`src/core/lssmc_map.vh`:
```
// Register map, field positions and timing constants of the low-side supervisor control
`ifndef LSSMC_MAP_VH
`define LSSMC_MAP_VH

// ============================================================
// Clock and timing
`define LSSMC_CLK_MHZ          200
`define LSSMC_T_FAST_SETTLE_US 2
`define LSSMC_T_SLOW_SETTLE_US 150
`define LSSMC_T_ENTRY_WIN_US   1

// ============================================================
// Register byte offsets
`define LSSMC_ADDR_W           5
`define LSSMC_OFS_LOW_CTRL     5'h00
`define LSSMC_OFS_HIGH_CTRL    5'h04
`define LSSMC_OFS_POWER_FLAG   5'h08
`define LSSMC_OFS_IRQ_STATUS   5'h0C
`define LSSMC_OFS_IRQ_MASK     5'h10
`define LSSMC_OFS_STATE        5'h14
`define LSSMC_OFS_CORE_LEVEL   5'h18

// ============================================================
// Low control fields, high control width and reset
`define LSSMC_LC_SUP_EN        0
`define LSSMC_LC_SUP_MD        1
`define LSSMC_LC_SUP_FP        2
`define LSSMC_LC_MON_EN        3
`define LSSMC_LC_MON_FP        4
`define LSSMC_LC_AUTO          5
`define LSSMC_LC_W             6
`define LSSMC_LC_RST           6'h00
`define LSSMC_HC_W             8
`define LSSMC_HC_RST           8'h00

// ============================================================
// Power flag, interrupt and core level fields
`define LSSMC_PF_LOW_DLY       0
`define LSSMC_PF_HIGH_DLY      1
`define LSSMC_IRQ_W            4
`define LSSMC_IRQ_LOW_DONE     0
`define LSSMC_IRQ_HIGH_DONE    1
`define LSSMC_IRQ_SUP_RESET    2
`define LSSMC_IRQ_HANG         3
`define LSSMC_IRQ_RST          4'h0
`define LSSMC_LVL_W            2
`define LSSMC_LVL_RST          2'h0

// ============================================================
// Comparator states and power modes
`define LSSMC_CMP_OFF          2'h0
`define LSSMC_CMP_NORM         2'h1
`define LSSMC_CMP_FULL         2'h2
`define LSSMC_PM_ACTIVE        2'h0
`define LSSMC_PM_LIGHT         2'h1
`define LSSMC_PM_DEEP          2'h2

`endif

```
`src/core/lssmc_top.v`:
```
// Low-side supervisor and monitor mode control with settle delays and wake timing
// What this block and its software do
// In active mode and light sleep the supervisor is off when disabled, else normal or full per fast_perf.
// In deep sleep the supervisor is off or keeps its active state by mode bit under manual control,
//     and under automatic control is off except normal when enable, mode and fast_perf are all set.
// The monitor is off when disabled, follows fast_perf when awake, keeps that in deep sleep manually, and automatically is off or normal when fast_perf is set.
// Wake-up from deep sleep uses the fast time when a unit is disabled or full-performance and the slow time when both are enabled in normal mode.
// In full-performance mode the settle delay after a configuration change is about 2 us.
// In normal mode the settle delay is about 150 us so a raised core level can settle.
// If the core level has not reached a newly raised level when the settle delay ends, a device reset is raised.
// Software raising the core level first puts the supervisor in normal mode with fast_perf cleared.
// Software waits for both settle delay flags to read zero after a control write before deep sleep entry.
// A deep-sleep hang caused by a wake interrupt within 1 us of entry is cleared only by external reset, power cycle or soft reset.
// Software may keep the sub-clock request set and must halt its dependent peripherals before the deepest sleeps.
// After wake-up software waits 32, 48, 80 or 100 cycles per core level before re-enabling a disturbed peripheral.
// Software may source the sub main clock from the second crystal oscillator instead.
`timescale 1ns/1ps
`include "lssmc_map.vh"
module lssmc_top #(
  parameter CW          = 16,
  parameter FAST_CYCLES = `LSSMC_T_FAST_SETTLE_US * `LSSMC_CLK_MHZ,
  parameter SLOW_CYCLES = `LSSMC_T_SLOW_SETTLE_US * `LSSMC_CLK_MHZ,
  parameter WIN_CYCLES  = `LSSMC_T_ENTRY_WIN_US * `LSSMC_CLK_MHZ
) (
  // Clock and reset
  input  wire                     core_clk,
  input  wire                     sys_rst,
  // Avalon-MM slave
  input  wire [`LSSMC_ADDR_W-1:0] avs_address,
  input  wire                     avs_read,
  input  wire                     avs_write,
  input  wire [31:0]              avs_writedata,
  output reg  [31:0]              avs_readdata,
  output wire                     avs_waitrequest,
  // Power mode and events
  input  wire [1:0]               power_mode,
  input  wire                     wake_irq,
  input  wire                     soft_power_up_clear,
  input  wire                     core_level_reached,
  // Comparator control
  output reg  [1:0]               low_supply_supervisor,
  output reg  [1:0]               low_supply_monitor,
  output wire                     wake_fast,
  output reg                      wake_done,
  output reg                      device_reset,
  output wire                     deep_sleep_hang,
  output wire                     irq
);

  // ============================================================
  // Declarations
  localparam [CW-1:0] FAST_LOAD = FAST_CYCLES[CW-1:0];
  localparam [CW-1:0] SLOW_LOAD = SLOW_CYCLES[CW-1:0];
  localparam [CW-1:0] WIN_LOAD  = WIN_CYCLES[CW-1:0];

  reg                      ack_reg;
  reg [`LSSMC_LC_W-1:0]    low_supervisor_control_reg;
  reg [`LSSMC_HC_W-1:0]    high_supervisor_control_reg;
  reg [`LSSMC_IRQ_W-1:0]   irq_status_reg;
  reg [`LSSMC_IRQ_W-1:0]   irq_mask_reg;
  reg [`LSSMC_LVL_W-1:0]   core_level_reg;
  reg                      raise_pend_reg;
  reg                      lvl_meta_reg;
  reg                      lvl_sync_reg;
  reg                      deep_prev_reg;
  reg [CW-1:0]             win_cnt_reg;
  reg                      hang_reg;
  reg                      wake_busy_prev_reg;
  reg [`LSSMC_IRQ_W-1:0]   irq_set;
  reg [1:0]                sup_awake;
  reg [1:0]                mon_awake;
  reg [31:0]               rd_next;

  wire                     bus_req;
  wire                     wr_take;
  wire                     wr_low;
  wire                     wr_high;
  wire                     wr_lvl;
  wire                     low_busy;
  wire                     low_done;
  wire                     high_busy;
  wire                     high_done;
  wire                     wake_busy;
  wire                     wake_start;
  wire                     deep;
  wire                     deep_entry;
  wire                     sup_en;
  wire                     sup_md;
  wire                     sup_fp;
  wire                     mon_en;
  wire                     mon_fp;
  wire                     auto_ce;
  wire                     new_fp;
  wire                     hang_set;

  // ============================================================
  // Avalon-MM handshake
  // Each request waits one cycle; the transfer completes at the edge with waitrequest low
  assign bus_req         = avs_read | avs_write;
  assign avs_waitrequest = bus_req & ~ack_reg;
  assign wr_take         = avs_write & ack_reg;
  assign wr_low          = wr_take & (avs_address == `LSSMC_OFS_LOW_CTRL);
  assign wr_high         = wr_take & (avs_address == `LSSMC_OFS_HIGH_CTRL);
  assign wr_lvl          = wr_take & (avs_address == `LSSMC_OFS_CORE_LEVEL);

  // Acknowledge pulses high for one cycle per request
  always @(posedge core_clk)
  begin
    if (sys_rst)
      ack_reg <= 1'b0;
    else
      ack_reg <= bus_req & ~ack_reg;
  end

  // ============================================================
  // Control field decode
  assign sup_en  = low_supervisor_control_reg[`LSSMC_LC_SUP_EN];
  assign sup_md  = low_supervisor_control_reg[`LSSMC_LC_SUP_MD];
  assign sup_fp  = low_supervisor_control_reg[`LSSMC_LC_SUP_FP];
  assign mon_en  = low_supervisor_control_reg[`LSSMC_LC_MON_EN];
  assign mon_fp  = low_supervisor_control_reg[`LSSMC_LC_MON_FP];
  assign auto_ce = low_supervisor_control_reg[`LSSMC_LC_AUTO];
  assign new_fp  = avs_writedata[`LSSMC_LC_SUP_FP];

  // ============================================================
  // Control registers
  always @(posedge core_clk)
  begin
    if (sys_rst)
    begin
      low_supervisor_control_reg  <= `LSSMC_LC_RST;
      high_supervisor_control_reg <= `LSSMC_HC_RST;
      irq_mask_reg                <= `LSSMC_IRQ_RST;
      core_level_reg              <= `LSSMC_LVL_RST;
    end
    else if (wr_take)
    begin
      if (wr_low)
        low_supervisor_control_reg <= avs_writedata[`LSSMC_LC_W-1:0];
      if (wr_high)
        high_supervisor_control_reg <= avs_writedata[`LSSMC_HC_W-1:0];
      if (avs_address == `LSSMC_OFS_IRQ_MASK)
        irq_mask_reg <= avs_writedata[`LSSMC_IRQ_W-1:0];
      if (wr_lvl)
        core_level_reg <= avs_writedata[`LSSMC_LVL_W-1:0];
    end
  end

  // ============================================================
  // Settle delay timers
  // Low delay length follows the fast_perf bit in force after the change
  lssmc_settle_timer #(
    .CW (CW)
  ) u_low_dly (
    .core_clk (core_clk),
    .sys_rst  (sys_rst),
    .start    (wr_low | wr_lvl),
    .load     ((wr_low ? new_fp : sup_fp) ? FAST_LOAD : SLOW_LOAD),
    .busy     (low_busy),
    .done     (low_done)
  );

  // High side control change always gets the long delay
  lssmc_settle_timer #(
    .CW (CW)
  ) u_high_dly (
    .core_clk (core_clk),
    .sys_rst  (sys_rst),
    .start    (wr_high),
    .load     (SLOW_LOAD),
    .busy     (high_busy),
    .done     (high_done)
  );

  // ============================================================
  // Core level raise check
  // Level reached arrives from the analog side and is synchronised first
  always @(posedge core_clk)
  begin
    if (sys_rst)
    begin
      lvl_meta_reg <= 1'b0;
      lvl_sync_reg <= 1'b0;
    end
    else
    begin
      lvl_meta_reg <= core_level_reached;
      lvl_sync_reg <= lvl_meta_reg;
    end
  end

  // A raise is armed by the write and judged when the settle delay ends
  always @(posedge core_clk)
  begin
    if (sys_rst)
    begin
      raise_pend_reg <= 1'b0;
      device_reset   <= 1'b0;
    end
    else
    begin
      device_reset <= low_done & raise_pend_reg & ~lvl_sync_reg;
      if (wr_lvl & (avs_writedata[`LSSMC_LVL_W-1:0] > core_level_reg))
        raise_pend_reg <= 1'b1;
      else if (low_done)
        raise_pend_reg <= 1'b0;
    end
  end

  // ============================================================
  // Comparator state decode
  assign deep = (power_mode == `LSSMC_PM_DEEP);

  // Awake states and sleep states of supervisor and monitor
  always @*
  begin
    sup_awake = sup_en ? (sup_fp ? `LSSMC_CMP_FULL : `LSSMC_CMP_NORM) : `LSSMC_CMP_OFF;
    mon_awake = mon_en ? (mon_fp ? `LSSMC_CMP_FULL : `LSSMC_CMP_NORM) : `LSSMC_CMP_OFF;
    low_supply_supervisor = sup_awake;
    low_supply_monitor    = mon_awake;
    if (deep)
    begin
      if (!auto_ce)
      begin
        low_supply_supervisor = sup_md ? sup_awake : `LSSMC_CMP_OFF;
        low_supply_monitor    = mon_awake;
      end
      else
      begin
        low_supply_supervisor = (sup_en & sup_md & sup_fp) ? `LSSMC_CMP_NORM
                                                           : `LSSMC_CMP_OFF;
        low_supply_monitor    = (mon_en & mon_fp) ? `LSSMC_CMP_NORM
                                                  : `LSSMC_CMP_OFF;
      end
    end
  end

  // Fast wake when either unit is off or in full performance
  assign wake_fast = ~sup_en | sup_fp | ~mon_en | mon_fp;

  // ============================================================
  // Deep sleep entry window and hang
  assign deep_entry = deep & ~deep_prev_reg;
  assign hang_set   = deep & wake_irq & (win_cnt_reg != {CW{1'b0}}) &
                      (low_busy | high_busy | wake_fast);

  // Entry window counts down from each deep sleep entry
  always @(posedge core_clk)
  begin
    if (sys_rst)
    begin
      deep_prev_reg <= 1'b0;
      win_cnt_reg   <= {CW{1'b0}};
    end
    else
    begin
      deep_prev_reg <= deep;
      if (deep_entry)
        win_cnt_reg <= WIN_LOAD;
      else if (!deep)
        win_cnt_reg <= {CW{1'b0}};
      else if (win_cnt_reg != {CW{1'b0}})
        win_cnt_reg <= win_cnt_reg - {{(CW-1){1'b0}}, 1'b1};
    end
  end

  // Hang holds until a reset of either kind
  always @(posedge core_clk)
  begin
    if (sys_rst | soft_power_up_clear)
      hang_reg <= 1'b0;
    else if (hang_set)
      hang_reg <= 1'b1;
  end

  assign deep_sleep_hang = hang_reg;

  // ============================================================
  // Wake-up timing
  // A hung device ignores wake requests
  assign wake_start = deep & wake_irq & ~hang_set & ~hang_reg & ~wake_busy;

  lssmc_settle_timer #(
    .CW (CW)
  ) u_wake (
    .core_clk (core_clk),
    .sys_rst  (sys_rst),
    .start    (wake_start),
    .load     (wake_fast ? FAST_LOAD : SLOW_LOAD),
    .busy     (wake_busy),
    .done     ()
  );

  // Wake done pulses at the end of the wake time
  always @(posedge core_clk)
  begin
    if (sys_rst)
    begin
      wake_busy_prev_reg <= 1'b0;
      wake_done          <= 1'b0;
    end
    else
    begin
      wake_busy_prev_reg <= wake_busy;
      wake_done          <= wake_busy_prev_reg & ~wake_busy & ~hang_reg;
    end
  end

  // ============================================================
  // Interrupt status, set wins over write-one clear
  always @*
  begin
    irq_set = `LSSMC_IRQ_RST;
    irq_set[`LSSMC_IRQ_LOW_DONE]  = low_done;
    irq_set[`LSSMC_IRQ_HIGH_DONE] = high_done;
    irq_set[`LSSMC_IRQ_SUP_RESET] = low_done & raise_pend_reg & ~lvl_sync_reg;
    irq_set[`LSSMC_IRQ_HANG]      = hang_set & ~hang_reg;
  end

  always @(posedge core_clk)
  begin
    if (sys_rst)
      irq_status_reg <= `LSSMC_IRQ_RST;
    else if (wr_take & (avs_address == `LSSMC_OFS_IRQ_STATUS))
      irq_status_reg <= (irq_status_reg & ~avs_writedata[`LSSMC_IRQ_W-1:0]) | irq_set;
    else
      irq_status_reg <= irq_status_reg | irq_set;
  end

  assign irq = |(irq_status_reg & irq_mask_reg);

  // ============================================================
  // Read data mux
  // Unmapped addresses read as zero
  always @*
  begin
    rd_next = 32'h00000000;
    case (avs_address)
      `LSSMC_OFS_LOW_CTRL:
        rd_next[`LSSMC_LC_W-1:0] = low_supervisor_control_reg;
      `LSSMC_OFS_HIGH_CTRL:
        rd_next[`LSSMC_HC_W-1:0] = high_supervisor_control_reg;
      `LSSMC_OFS_POWER_FLAG:
      begin
        rd_next[`LSSMC_PF_LOW_DLY]  = low_busy;
        rd_next[`LSSMC_PF_HIGH_DLY] = high_busy;
      end
      `LSSMC_OFS_IRQ_STATUS:
        rd_next[`LSSMC_IRQ_W-1:0] = irq_status_reg;
      `LSSMC_OFS_IRQ_MASK:
        rd_next[`LSSMC_IRQ_W-1:0] = irq_mask_reg;
      `LSSMC_OFS_STATE:
        rd_next[5:0] = {hang_reg, wake_fast, low_supply_monitor, low_supply_supervisor};
      `LSSMC_OFS_CORE_LEVEL:
        rd_next[`LSSMC_LVL_W-1:0] = core_level_reg;
      default:
        rd_next = 32'h00000000;
    endcase
  end

  // Read data is captured on the waiting edge so it stands when waitrequest drops
  always @(posedge core_clk)
  begin
    if (sys_rst)
      avs_readdata <= 32'h00000000;
    else if (avs_read & ~ack_reg)
      avs_readdata <= rd_next;
  end

endmodule

```
`src/core/lssmc_settle_timer.v`:
```
// Reloadable down-counter that is busy for a loaded number of cycles
`timescale 1ns/1ps
module lssmc_settle_timer #(
  parameter CW = 16
) (
  // Clock and reset
  input  wire          core_clk,
  input  wire          sys_rst,
  // Control
  input  wire          start,
  input  wire [CW-1:0] load,
  // Status
  output wire          busy,
  output reg           done
);

  reg [CW-1:0] cnt_reg;

  // ============================================================
  // Counter
  // A restart while busy reloads, so the delay always runs from the last change
  always @(posedge core_clk)
  begin
    if (sys_rst)
    begin
      cnt_reg <= {CW{1'b0}};
      done    <= 1'b0;
    end
    else
    begin
      done <= 1'b0;
      if (start)
        cnt_reg <= load;
      else if (cnt_reg != {CW{1'b0}})
      begin
        cnt_reg <= cnt_reg - {{(CW-1){1'b0}}, 1'b1};
        if (cnt_reg == {{(CW-1){1'b0}}, 1'b1})
          done <= 1'b1;
      end
    end
  end

  assign busy = (cnt_reg != {CW{1'b0}});

endmodule

```
`config.mk`:
```
export PLATFORM = sky130hd
export DESIGN_NAME = lssmc_top
export DESIGN_NICKNAME = d
export VERILOG_FILES = /design/src/core/lssmc_top.v /design/src/core/lssmc_settle_timer.v
export VERILOG_INCLUDE_DIRS = /design/src /design/src/core
export SDC_FILE = /design/constraint.sdc
export NUM_CORES = 1
export LEC_CHECK = 0
export BUFFER_PORTS_ARGS = -buffer_cell sky130_fd_sc_hd__buf_4
export CORE_AREA = 2 2 137 139
export DETAILED_ROUTE_END_ITERATION = 8
export DIE_AREA = 0 0 139 141
export HOLD_SLACK_MARGIN = 0.06
export PLACE_DENSITY = 0.46
export SYNTH_ARGS = -nofsm -noshare
export SYNTH_HDL_FRONTEND = slang
export SYNTH_SLANG_ARGS = --single-unit
export TNS_END_PERCENT = 1
```
`constraint.sdc`:
```
create_clock -name core_clk -period 5.5 [get_ports core_clk]
set_clock_uncertainty 0.2 [all_clocks]
set_input_delay 0.825 -clock core_clk [delete_from_list [all_inputs] [get_ports core_clk]]
set_output_delay 0.825 -clock core_clk [all_outputs]
set_load 0.1 [all_outputs]
```
==> results of run 1 <==
## worst register-to-register path: cells and delay by family, from the launching register on
| kind | cells | cell delay (ns) |
|---|---|---|
| AO/OA/AOI/OAI | 2 | 0.34 |
| flip-flops | 1 | 0.36 |
| AND/OR/NAND/NOR | 3 | 2.08 |
## logic make-up after synthesis
logic type                 share of synthesized area, %
AOI/OAI and AO/OA                                  12.1
and+or+nand+nor                                    28.0
adders and majority gates                          2.82
other                                            0.0705
muxes                                              2.66
xor gates and xnor gates                           7.57
buffers and inverters                              6.58
DFF                                                40.2
## cell type report
class,count,share of cell area (%)
multi-input combinational,479,48.5
sequential,107,35.6
timing repair buffer,39,4.87
tap,234,4.87
clock buffer,15,4.62
inverter,16,0.999
clock inverter,1,0.499
## layout by cell type (no fill, tap or decap), types with 3 or more instances in the layout
| cell type | n |
|---|---|
| a221oi_1 | 3 |
| o211ai_1 | 6 |
| or3_1 | 5 |
| a211oi_1 | 4 |
| conb_1 | 24 |
| nor3b_1 | 5 |
| nand2_1 | 56 |
| dfxtp_1 | 107 |
| nor2b_1 | 4 |
| nor3_1 | 20 |
| xor2_1 | 37 |
| mux2i_1 | 13 |
| and4b_1 | 3 |
| clkbuf_16 | 9 |
| and3_1 | 5 |
| a22oi_1 | 4 |
| a21oi_1 | 55 |
| ha_1 | 12 |
| nor2_1 | 73 |
| clkbuf_8 | 3 |
| nand3b_1 | 9 |
| o31ai_1 | 5 |
| nand4b_1 | 6 |
| clkbuf_1 | 3 |
| nor4b_1 | 7 |
| a31oi_1 | 9 |
| nand3_1 | 31 |
| xnor2_1 | 9 |
| buf_4 | 39 |
| nor4_1 | 10 |
| inv_1 | 15 |
| nand2b_1 | 7 |
| o21ai_0 | 4 |
| nand4_1 | 16 |
| or4_1 | 5 |
## power by group
group / switching [mW] / internal [mW]
combinational: 0.669 / 0.404
sequential: 0.144 / 0.915
clock: 0.288 / 0.392
total: 1.10 / 1.71
## routing by layer
layer / up-vias / global-route usage [%]
met4: 0 / 6.59
met2: 104 / 22.2
met5: - / 0
li1: 2245 / -
met1: 2140 / 19.2
met3: 23 / 2.79
## worst min path at each step
stage                              endpoint                    start  cells past startpoint
floorplan           device_reset$_SDFF_PP0_  lvl_sync_reg$_SDFF_PP0_                      1
global placement    device_reset$_SDFF_PP0_  lvl_sync_reg$_SDFF_PP0_                      1
global route        device_reset$_SDFF_PP0_  lvl_sync_reg$_SDFF_PP0_                      1
detailed placement  device_reset$_SDFF_PP0_  lvl_sync_reg$_SDFF_PP0_                      1
finish              device_reset$_SDFF_PP0_  lvl_sync_reg$_SDFF_PP0_                      1
CTS                 device_reset$_SDFF_PP0_  lvl_sync_reg$_SDFF_PP0_                      1
## through the flow
| stage | utilization [%] | instance area (um2) |
|---|---|---|
| floorplan | - | 5410 |
| global placement | 31.2 | 5700 |
| detailed placement | 31.2 | 5700 |
| CTS | 32.9 | 6010 |
| global route | 32.9 | 6010 |
| finish | 32.9 | 6010 |
==> impl_results.md, run 1 <==
* Worst Path Required at 4.47 ns
* Power Density at 468 mW/mm2
* Htree depth at 3
* Setup Viol. Count Final at 0
* Final GP Congestion at ~0.83
* DR DRC count at 0
* Tcrit/Tclk final at 58.1%
* Worst EP arrival at 2.17 ns
* Clock Sink Count at approximately 110
* Die Footprint at between 0.015 and 0.02 mm2
* DP Wirelength at around 9900 um
* Reg2Reg Setup Slack at between 2 and 2.5 ns
* Post-CTS resize count at 0
* ANT nets after route at 0
* Met2 WL at just over 6000 um
* Netlist cell types at 63
* Synthesized instance count at approximately 630
* Die span in x at around 140 um
* Final net count at 710
* Initial antenna violation count at 0
* CP bufs+invs at 2
* Synth top area cells: dfxtp_1, xor2_1, a21oi_1, nor2_1, nand2_1
* Setup Buffers After CTS at 0
* Total gr overflow at 0
* Worst path depth at 6
* Tightest Pin Transition at about 1.3 ns
* Most frequent cells after synthesis: dfxtp_1, nor2_1, nand2_1, a21oi_1, xor2_1
* DRT Pass-1 Iters at 4
* R2R Path End: u_low_dly.cnt_reg[14]$_SDFFE_PP0P_
* EDFF count, synth at 0
* DR WL/cell at roughly 15 um
* Hold Buf Count CTS at 0
* Setup CP Type: input pin to output pin
* Die span in y at 141 um
* Outcome: finished clean
* Setup TNS at 0 ns
* Most used DFF post-synth: dfxtp_1
* Routed wire length at around 14000 um
* FF-to-FF Start: u_low_dly.cnt_reg[8]$_SDFFE_PP0P_
* Total Power at approximately 2.8 mW
* Storage cell area at roughly 0.0021 mm2
* Setup crit start kind: input pin
* Placed cells at ~900
* Ys Warns at 0
* Hold WS at 0.237 ns
* Yosys top cell area share at roughly two fifths
* Met1 WL at 6720 um
* Vias in the first global route at about 4400
* VDD IR max at around 0.17 mV
* Clock slew at reported path FFs at 0.07 ns
* Largest area contributor in the netlist: dfxtp_1
* Fin cells at roughly 890
* Vias per cell at ~5.1
* Rows at 50
* Avg Cell Area, Syn at between 8 and 9 um2
* Fin. Hold Viols at 0
* Worst setup path end: low_supply_monitor[0]
* WL met3 at 583 um
* Max Clock Freq at approximately 310 MHz
* Post-synth ARST share at 0%
* Pleak at 2.34 nW
* RSZ-0062 raised after global routing: no
* Largest net degree at the start of global routing at between 60 and 70
* PortBufs at 39
* Area of the multi-input gates at a little under 0.003 mm2
* Min cycle time layout at 3.20 ns
* Netlist Area Pre-Place at approximately 0.0053 mm2
* CTS root buf: clkbuf_16
* Crit. End Element: output pin
* CP peak stage delay at 0.39 ns
* Setup slack after placement at 1.95 ns
* Worst Setup SP: power_mode[0]
* Family with the most delay on the worst path: simple AND/OR/NAND/NOR gates
* Antenna diodes at 0
* Sequential area share after synthesis at 40.2%
* Max-Cap Viols at 0
* CP Max Fanout at 6
* First DRT Iteration DRCs at around 240
* Starting Density at 29.1%
* Area delta synth->final at 13.0%
* Worst Setup Slack, final at around 2.3 ns
* Max Slew Vio Count at 0
* Slowest CP cell: nor2b_1
* Most frequent cell after synthesis: dfxtp_1
* CTS tree: yes
* CP Cell Sequence: buf_4, nor2b_1, nand2_1, xor2_1, and2_1, buf_4
* Top layer in use: met4
* R2R depth at 5
* All-layer global routing usage at 14.3%
* Worst skew pair latency at 0.35 ns
* IO Pins at 88
* Core area at approximately 0.018 mm2
* HP Class: flip-flop to flip-flop
* Most frequent CP cell: buf_4
* Routed vias at 4512
* Max Root-Sink Buffers at 2
* First-pass GRT wire length at 22600 um
* Cts bufs inserted at 9
* Filler cell count at 1945
* Slew headroom at around 11%
* Proportion of layout cells with a drive suffix above 1 at between 9 and 10%
* Flops & latches, synth at 107
Power figures use the tool's default switching activity.
==> inputs of run 2 (changes only) <==
Settings changed: ABC_AREA from default to 1, CORE_AREA 2 2 137 139 to 2 2 140 142, DIE_AREA 0 0 139 141 to 0 0 142 144.
Clock period 5.5 ns to 3.3 ns, I/O delays scaled along.
==> run 2 against run 1 <==
Final cell count grew 20%; flip-flop and latch count is the same; non-clock buffer count grew 5; final area grew 6.1%; via count grew 7.0%; setup slack lost 1.5 ns; utilization grew 0.53 points; power grew 75%.
==> impl_results.md, run 2 <==
* Outcome: finished clean
* Setup Buffers After CTS at 0
* Core area at around 0.019 mm2
* All-layer global routing usage at 14.4%
* Netlist Area Pre-Place at approximately 0.0056 mm2
* Family with the most delay on the worst path: buffers and inverters
* Vias in the first global route at 4530
* Fin cells at between 1000 and 1500
* Cts bufs inserted at 9
* Clock Sink Count at 107
* DR DRC count at 0
* Filler cell count at 2069
* Tcrit/Tclk final at roughly three quarters
* Synth Area in Simple Gates at between 30% and 40%
* Final core utilization at between 30% and 40%
* EDFF count, synth at 0
* Tightest Pin Transition at approximately 0.53 ns
* Fin. Hold Viols at 0
* Sequential area share after synthesis at about two fifths
* DRT Pass-1 Iters at 4
* Vias per cell at around 4.5
* Hold path depth at 2
* Area fraction in compound gates after synthesis at between 10% and 20%
* IO Pins at between 80 and 90
* Max Root-Sink Buffers at 2
* Routed vias at between 4000 and 5000
* Avg Cell Area, Syn at about 7.2 um2
* Worst skew pair latency at approximately 0.36 ns
* Clock slew at reported path FFs at about 0.07 ns
* Die span in x at around 140 um
* Die span in y at 144 um
* Flops & latches, synth at 107
* Setup slack after placement at around 0.7 ns
* Setup TNS at 0 ns
* VDD IR max at 0.288 mV
* Max-Cap Viols at 0
* Synth top area cells: dfxtp_1, nand2_1, nor2_1, a21oi_1, inv_1
* Netlist cell types at 42
* CTS root buf: clkbuf_16
* Setup CP Type: input pin to output pin
* PortBufs at 39
* Power Density at between 700 and 800 mW/mm2
* Most frequent cell after synthesis: nand2_1
* Worst Setup Slack, final at 0.825 ns
* Post-synthesis mux area share at 0%
* Worst path depth at 5
* Most used DFF post-synth: dfxtp_1
* First DRT Iteration DRCs at around 280
* Yosys top cell area share at a little under two fifths
* CP Cell Sequence: buf_4, nor2_1, nand2_1, a22oi_1, buf_4
* First-pass GRT wire length at 23300 um
* Proportion of layout cells with a drive suffix above 1 at around 12%
* Setup Viol. Count Final at 0
* Commonest non-fill, non-tap cell in the layout: nand2_1
* Post-CTS resize count at 0
* RSZ-0062 raised after global routing: no
* Htree depth at 3
* Routed wire length at 14100 um
* Most frequent cells in the layout: nand2_1, nor2_1, dfxtp_1
* Synthesized instance count at 782
* Total gr overflow at 0
* Worst Path Required at between 2 and 3 ns
* Xor/xnor share of the synthesized area at between 4 and 5%
* Starting Density at 29.3%
* Final net count at just under 900
* Ys Warns at 0
* Die Footprint at about 0.020 mm2
* DP Wirelength at between 10000 and 15000 um
* CP bufs+invs at 2
* Most frequent CP cell: buf_4
* HP Class: input pin to flip-flop
* Final GP Congestion at 0.811
* Hold Buf Count CTS at 0
* ANT nets after route at 0
* Most frequent cells after synthesis: nand2_1, nor2_1, dfxtp_1, inv_1, a21oi_1
* Initial antenna violation count at 0
* Adder-cell share of the synthesized area at between 2 and 3%
* Post-synth ARST share at 0%
* Max Clock Freq at 404 MHz
* Max Slew Vio Count at 0
* DR WL/cell at around 13 um
* Crit. End Element: output pin
* Placed cells at about 1100
* Slew headroom at between 60% and 70%
* Pleak at between 2 and 3 nW
* Min cycle time layout at about 2.5 ns
* Worst EP arrival at ~1.8 ns
* Slowest CP cell: a22oi_1
* Antenna diodes at 0
* CP Max Fanout at 5
* Largest net degree at the start of global routing at 27
* Hold WS at ~0.1 ns
* Setup crit start kind: input pin
* Rows at between 50 and 60
* Largest family of logic cells by synthesized area: simple AND/OR/NAND/NOR gates
* CTS tree: yes
* Largest area contributor in the netlist: dfxtp_1
* CP peak stage delay at between 0.3 and 0.4 ns
* Area delta synth->final at 14.1%
* R2R depth at 10
==> run 2: through the flow <==
| step | area, um2 | total power [mW] |
|---|---|---|
| 5_1_grt | 6380 | 5.31 |
| 2_1_floorplan | 5680 | 3.42 |
| 6_report | 6380 | 4.92 |
| 3_5_place_dp | 6080 | 3.81 |
| 3_3_place_gp | 6080 | 3.83 |
| 4_1_cts | 6380 | 4.96 |
==> run 2: area by class of cell <==
cell class	instances	area [um2]	share of cell area (%)
inverters	90	343	5.37
well taps	238	298	4.67
flip-flops and latches	107	2140	33.6
repair buffers	44	330	5.18
clock buffers	12	256	4.02
multi-input cells	572	2960	46.4
clock inverters	3	47.5	0.745
==> run 2: power by group <==
group / internal [mW] / switching [mW]
combinational: 0.703 / 1.34
sequential: 1.53 / 0.214
clock: 0.630 / 0.499
==> run 2: per-layer routing <==
layer,GRT usage (%),routed length (um)
met3,2.32,494
met5,0,0
met2,22.4,6230
met1,20.2,7170
met4,5.37,216
==> run 2: cells by family after synthesis <==
kind of cell | after synthesis
XOR/XNOR | 26
flip-flops | 107
AND/OR/NAND/NOR | 368
adder cells (fa/ha/maj) | 12
buffers and inverters | 126
other | 1
AO/OA/AOI/OAI | 142
==> run 2: final timing paths <==
check / start / endpoint / slack (ns)
max: power_mode[0] / low_supply_supervisor[0] / 0.82
min: soft_power_up_clear / deep_sleep_hang$_SDFFE_PP0P_ / 0.10
max reg2reg: u_high_dly.cnt_reg[4]$_SDFFE_PP0P_ / u_wake.cnt_reg[14]$_SDFFE_PP0P_ / 1.02
min reg2reg: u_high_dly.done$_SDFF_PP0_ / irq_status_reg[1]$_SDFF_PP0_ / 0.24
==> inputs of run 3 (changes only) <==
Settings changed: ABC_AREA 1 to 0, CORE_AREA 2 2 140 142 to 2 2 137 139, DIE_AREA 0 0 142 144 to 0 0 139 141.
Clock period 3.3 ns to 2.3 ns, I/O delays scaled along.
==> run 3 against run 2 <==
Highest routed layer unchanged; critical endpoint is now u_wake.cnt_reg[1]$_SDFFE_PP0P_; clock power increased by 37%; critical path type is now flip-flop to flip-flop; count of clock-buffer cells in the layout decreased by 1; register-to-register slack got worse by 1.0 ns.
==> impl_results.md, run 3 (synthesized netlist as in run 1, its figures left out) <==
* Commonest non-fill, non-tap cell in the layout: dfxtp_1
* Final GP Congestion at approximately 0.83
* Clock slew at reported path FFs at 0.07 ns
* PortBufs at 39
* Tcrit/Tclk final at a little over nine tenths
* Setup slack after placement at -0.0324 ns
* Cts bufs inserted at 9
* First-pass GRT wire length at ~24000 um
* Tightest Pin Transition at about 0.7 ns
* CTS root buf: clkbuf_16
* Max-Cap Viols at 0
* Rows at 50
* Routed vias at approximately 4800
* Outcome: finished clean
* DRT Pass-1 Iters at 4
* HP Class: input pin to flip-flop
* Most frequent cells in the layout: dfxtp_1, buf_4, nor2_1
* DR WL/cell at ~15 um
* Max Clock Freq at 439 MHz
* Worst Setup Slack, final at 0.0245 ns
* Fin. Hold Viols at 0
* Htree depth at 3
* Core area at ~0.018 mm2
* Antenna diodes at 0
* Crit. End Element: flip-flop
* Die span in y at 141 um
* Initial antenna violation count at 0
* Setup CP Type: flip-flop to flip-flop
* Die span in x at about 140 um
* Routed wire length at ~15000 um
* CP Max Fanout at 5
* DP Wirelength at around 11000 um
* FF-to-FF Start: u_low_dly.cnt_reg[2]$_SDFFE_PP0P_
* Vias in the first global route at around 4700
* All-layer global routing usage at ~15%
* ANT nets after route at 0
* Total Power at between 7 and 8 mW
* VDD IR max at 0.482 mV
* Worst Path Required at ~2.3 ns
* Worst skew pair latency at between 0.3 and 0.4 ns
* DR DRC count at 0
* Slew headroom at 54.6%
* Setup crit start kind: flip-flop
* CTS tree: yes
* Final net count at 779
* Largest net degree at the start of global routing at between 50 and 60
* Die Footprint at roughly 0.020 mm2
* Total gr overflow at 0
* Max Slew Vio Count at 0
* First DRT Iteration DRCs at around 310
* Worst EP arrival at 2.29 ns
* Vias per cell at about 5.0
* Power Density at between 1000 and 1500 mW/mm2
* Worst Setup SP: u_low_dly.cnt_reg[2]$_SDFFE_PP0P_
* Hold wc startpoint: avs_read
* IO Pins at slightly below 90
* Area delta synth->final at 23.8%
* Min cycle time layout at between 2 and 2.5 ns
* RSZ-0062 raised after global routing: yes
* Starting Density at 29.1%
* Setup Viol. Count Final at 0
* Setup TNS at 0 ns
* Pleak at between 2 and 3 nW
* Proportion of layout cells with a drive suffix above 1 at 18.4%
* Max Root-Sink Buffers at 2
* Setup Buffers After CTS at 0
* Clock Sink Count at around 110
-- run 3: cell count changes in the layout (fill, tap and decap cells not counted), sizes merged, moves of 7 or more --
cell	previous run	this run
inv	90	15
a21oi	63	55
nand2b	0	7
mux2i	0	13
nor4b	0	7
xor2	18	37
buf	44	99
nand2	145	56
dlygate4sd3	0	9
nor2	135	73
o21ai	48	6
-- run 3: critical path, cell delays in order, from the launching register on --
cell	delay, ns
dfxtp_1	0.31
or4_4	0.53
or3_1	0.33
o41a_1	0.47
o211ai_1	0.21
a21oi_1	0.09
-- run 3: worst paths after layout --
path | depth (start not counted) | endpoint | slack, ns
worst max register to register | 5 | u_wake.cnt_reg[1]$_SDFFE_PP0P_ | 0.02
worst max-delay path | 5 | u_wake.cnt_reg[1]$_SDFFE_PP0P_ | 0.02
worst min register to register | 2 | high_supervisor_control_reg[1]$_SDFFE_PP0P_ | 0.26
worst min-delay path | 3 | ack_reg$_SDFF_PP0_ | 0.09
-- run 3: cell type report --
cell class	count	area (um2)
Clock buffer	11	243
Inverter	16	60.1
Multi-Input combinational cell	479	2960
Fill cell	1923	11700
Sequential cell	107	2140
Clock inverter	3	40.0
Tap cell	234	293
Timing Repair Buffer	108	850
-- run 3: metal layers --
metal | global-route usage [%] | share of wire [%] | vias to the layer above
li1 | - | - | 2372
met1 | 20.3 | 49 | 2279
met2 | 24.5 | 46 | 89
met3 | 3.33 | 3.6 | 15
met4 | 3.88 | 1.7 | 0
met5 | 0 | 0 | -
-- run 3: power breakdown --
| group | switching, mW | internal [mW] | total, mW |
|---|---|---|---|
| Clock | 0.691 | 0.860 | 1.55 |
| Combinational | 1.75 | 1.43 | 3.18 |
| Sequential | 0.316 | 2.19 | 2.50 |
| Total | 2.75 | 4.48 | 7.23 |
-- run 3: metrics by stage --
stage / util (%) / cell area, um2 / instances / hold slack, ns
global placement: 33.8 / 6170 / 935 / 0.243
finish: 36.1 / 6590 / 958 / 0.0893
floorplan: - / 5410 / 648 / 0.185
detailed placement: 33.8 / 6170 / 935 / 0.246
CTS: 35.9 / 6550 / 958 / 0.0774
global route: 36.1 / 6590 / 958 / 0.0939
-- run 3: timing repair --
item | 4_1_cts | 5_1_grt
pin swaps | 0 | 2
hold buffers | 9 | 0
endpoints found under the hold margin | 14 | 0
endpoints found under the setup margin | 4 | 23
resized for setup | 2 | 7
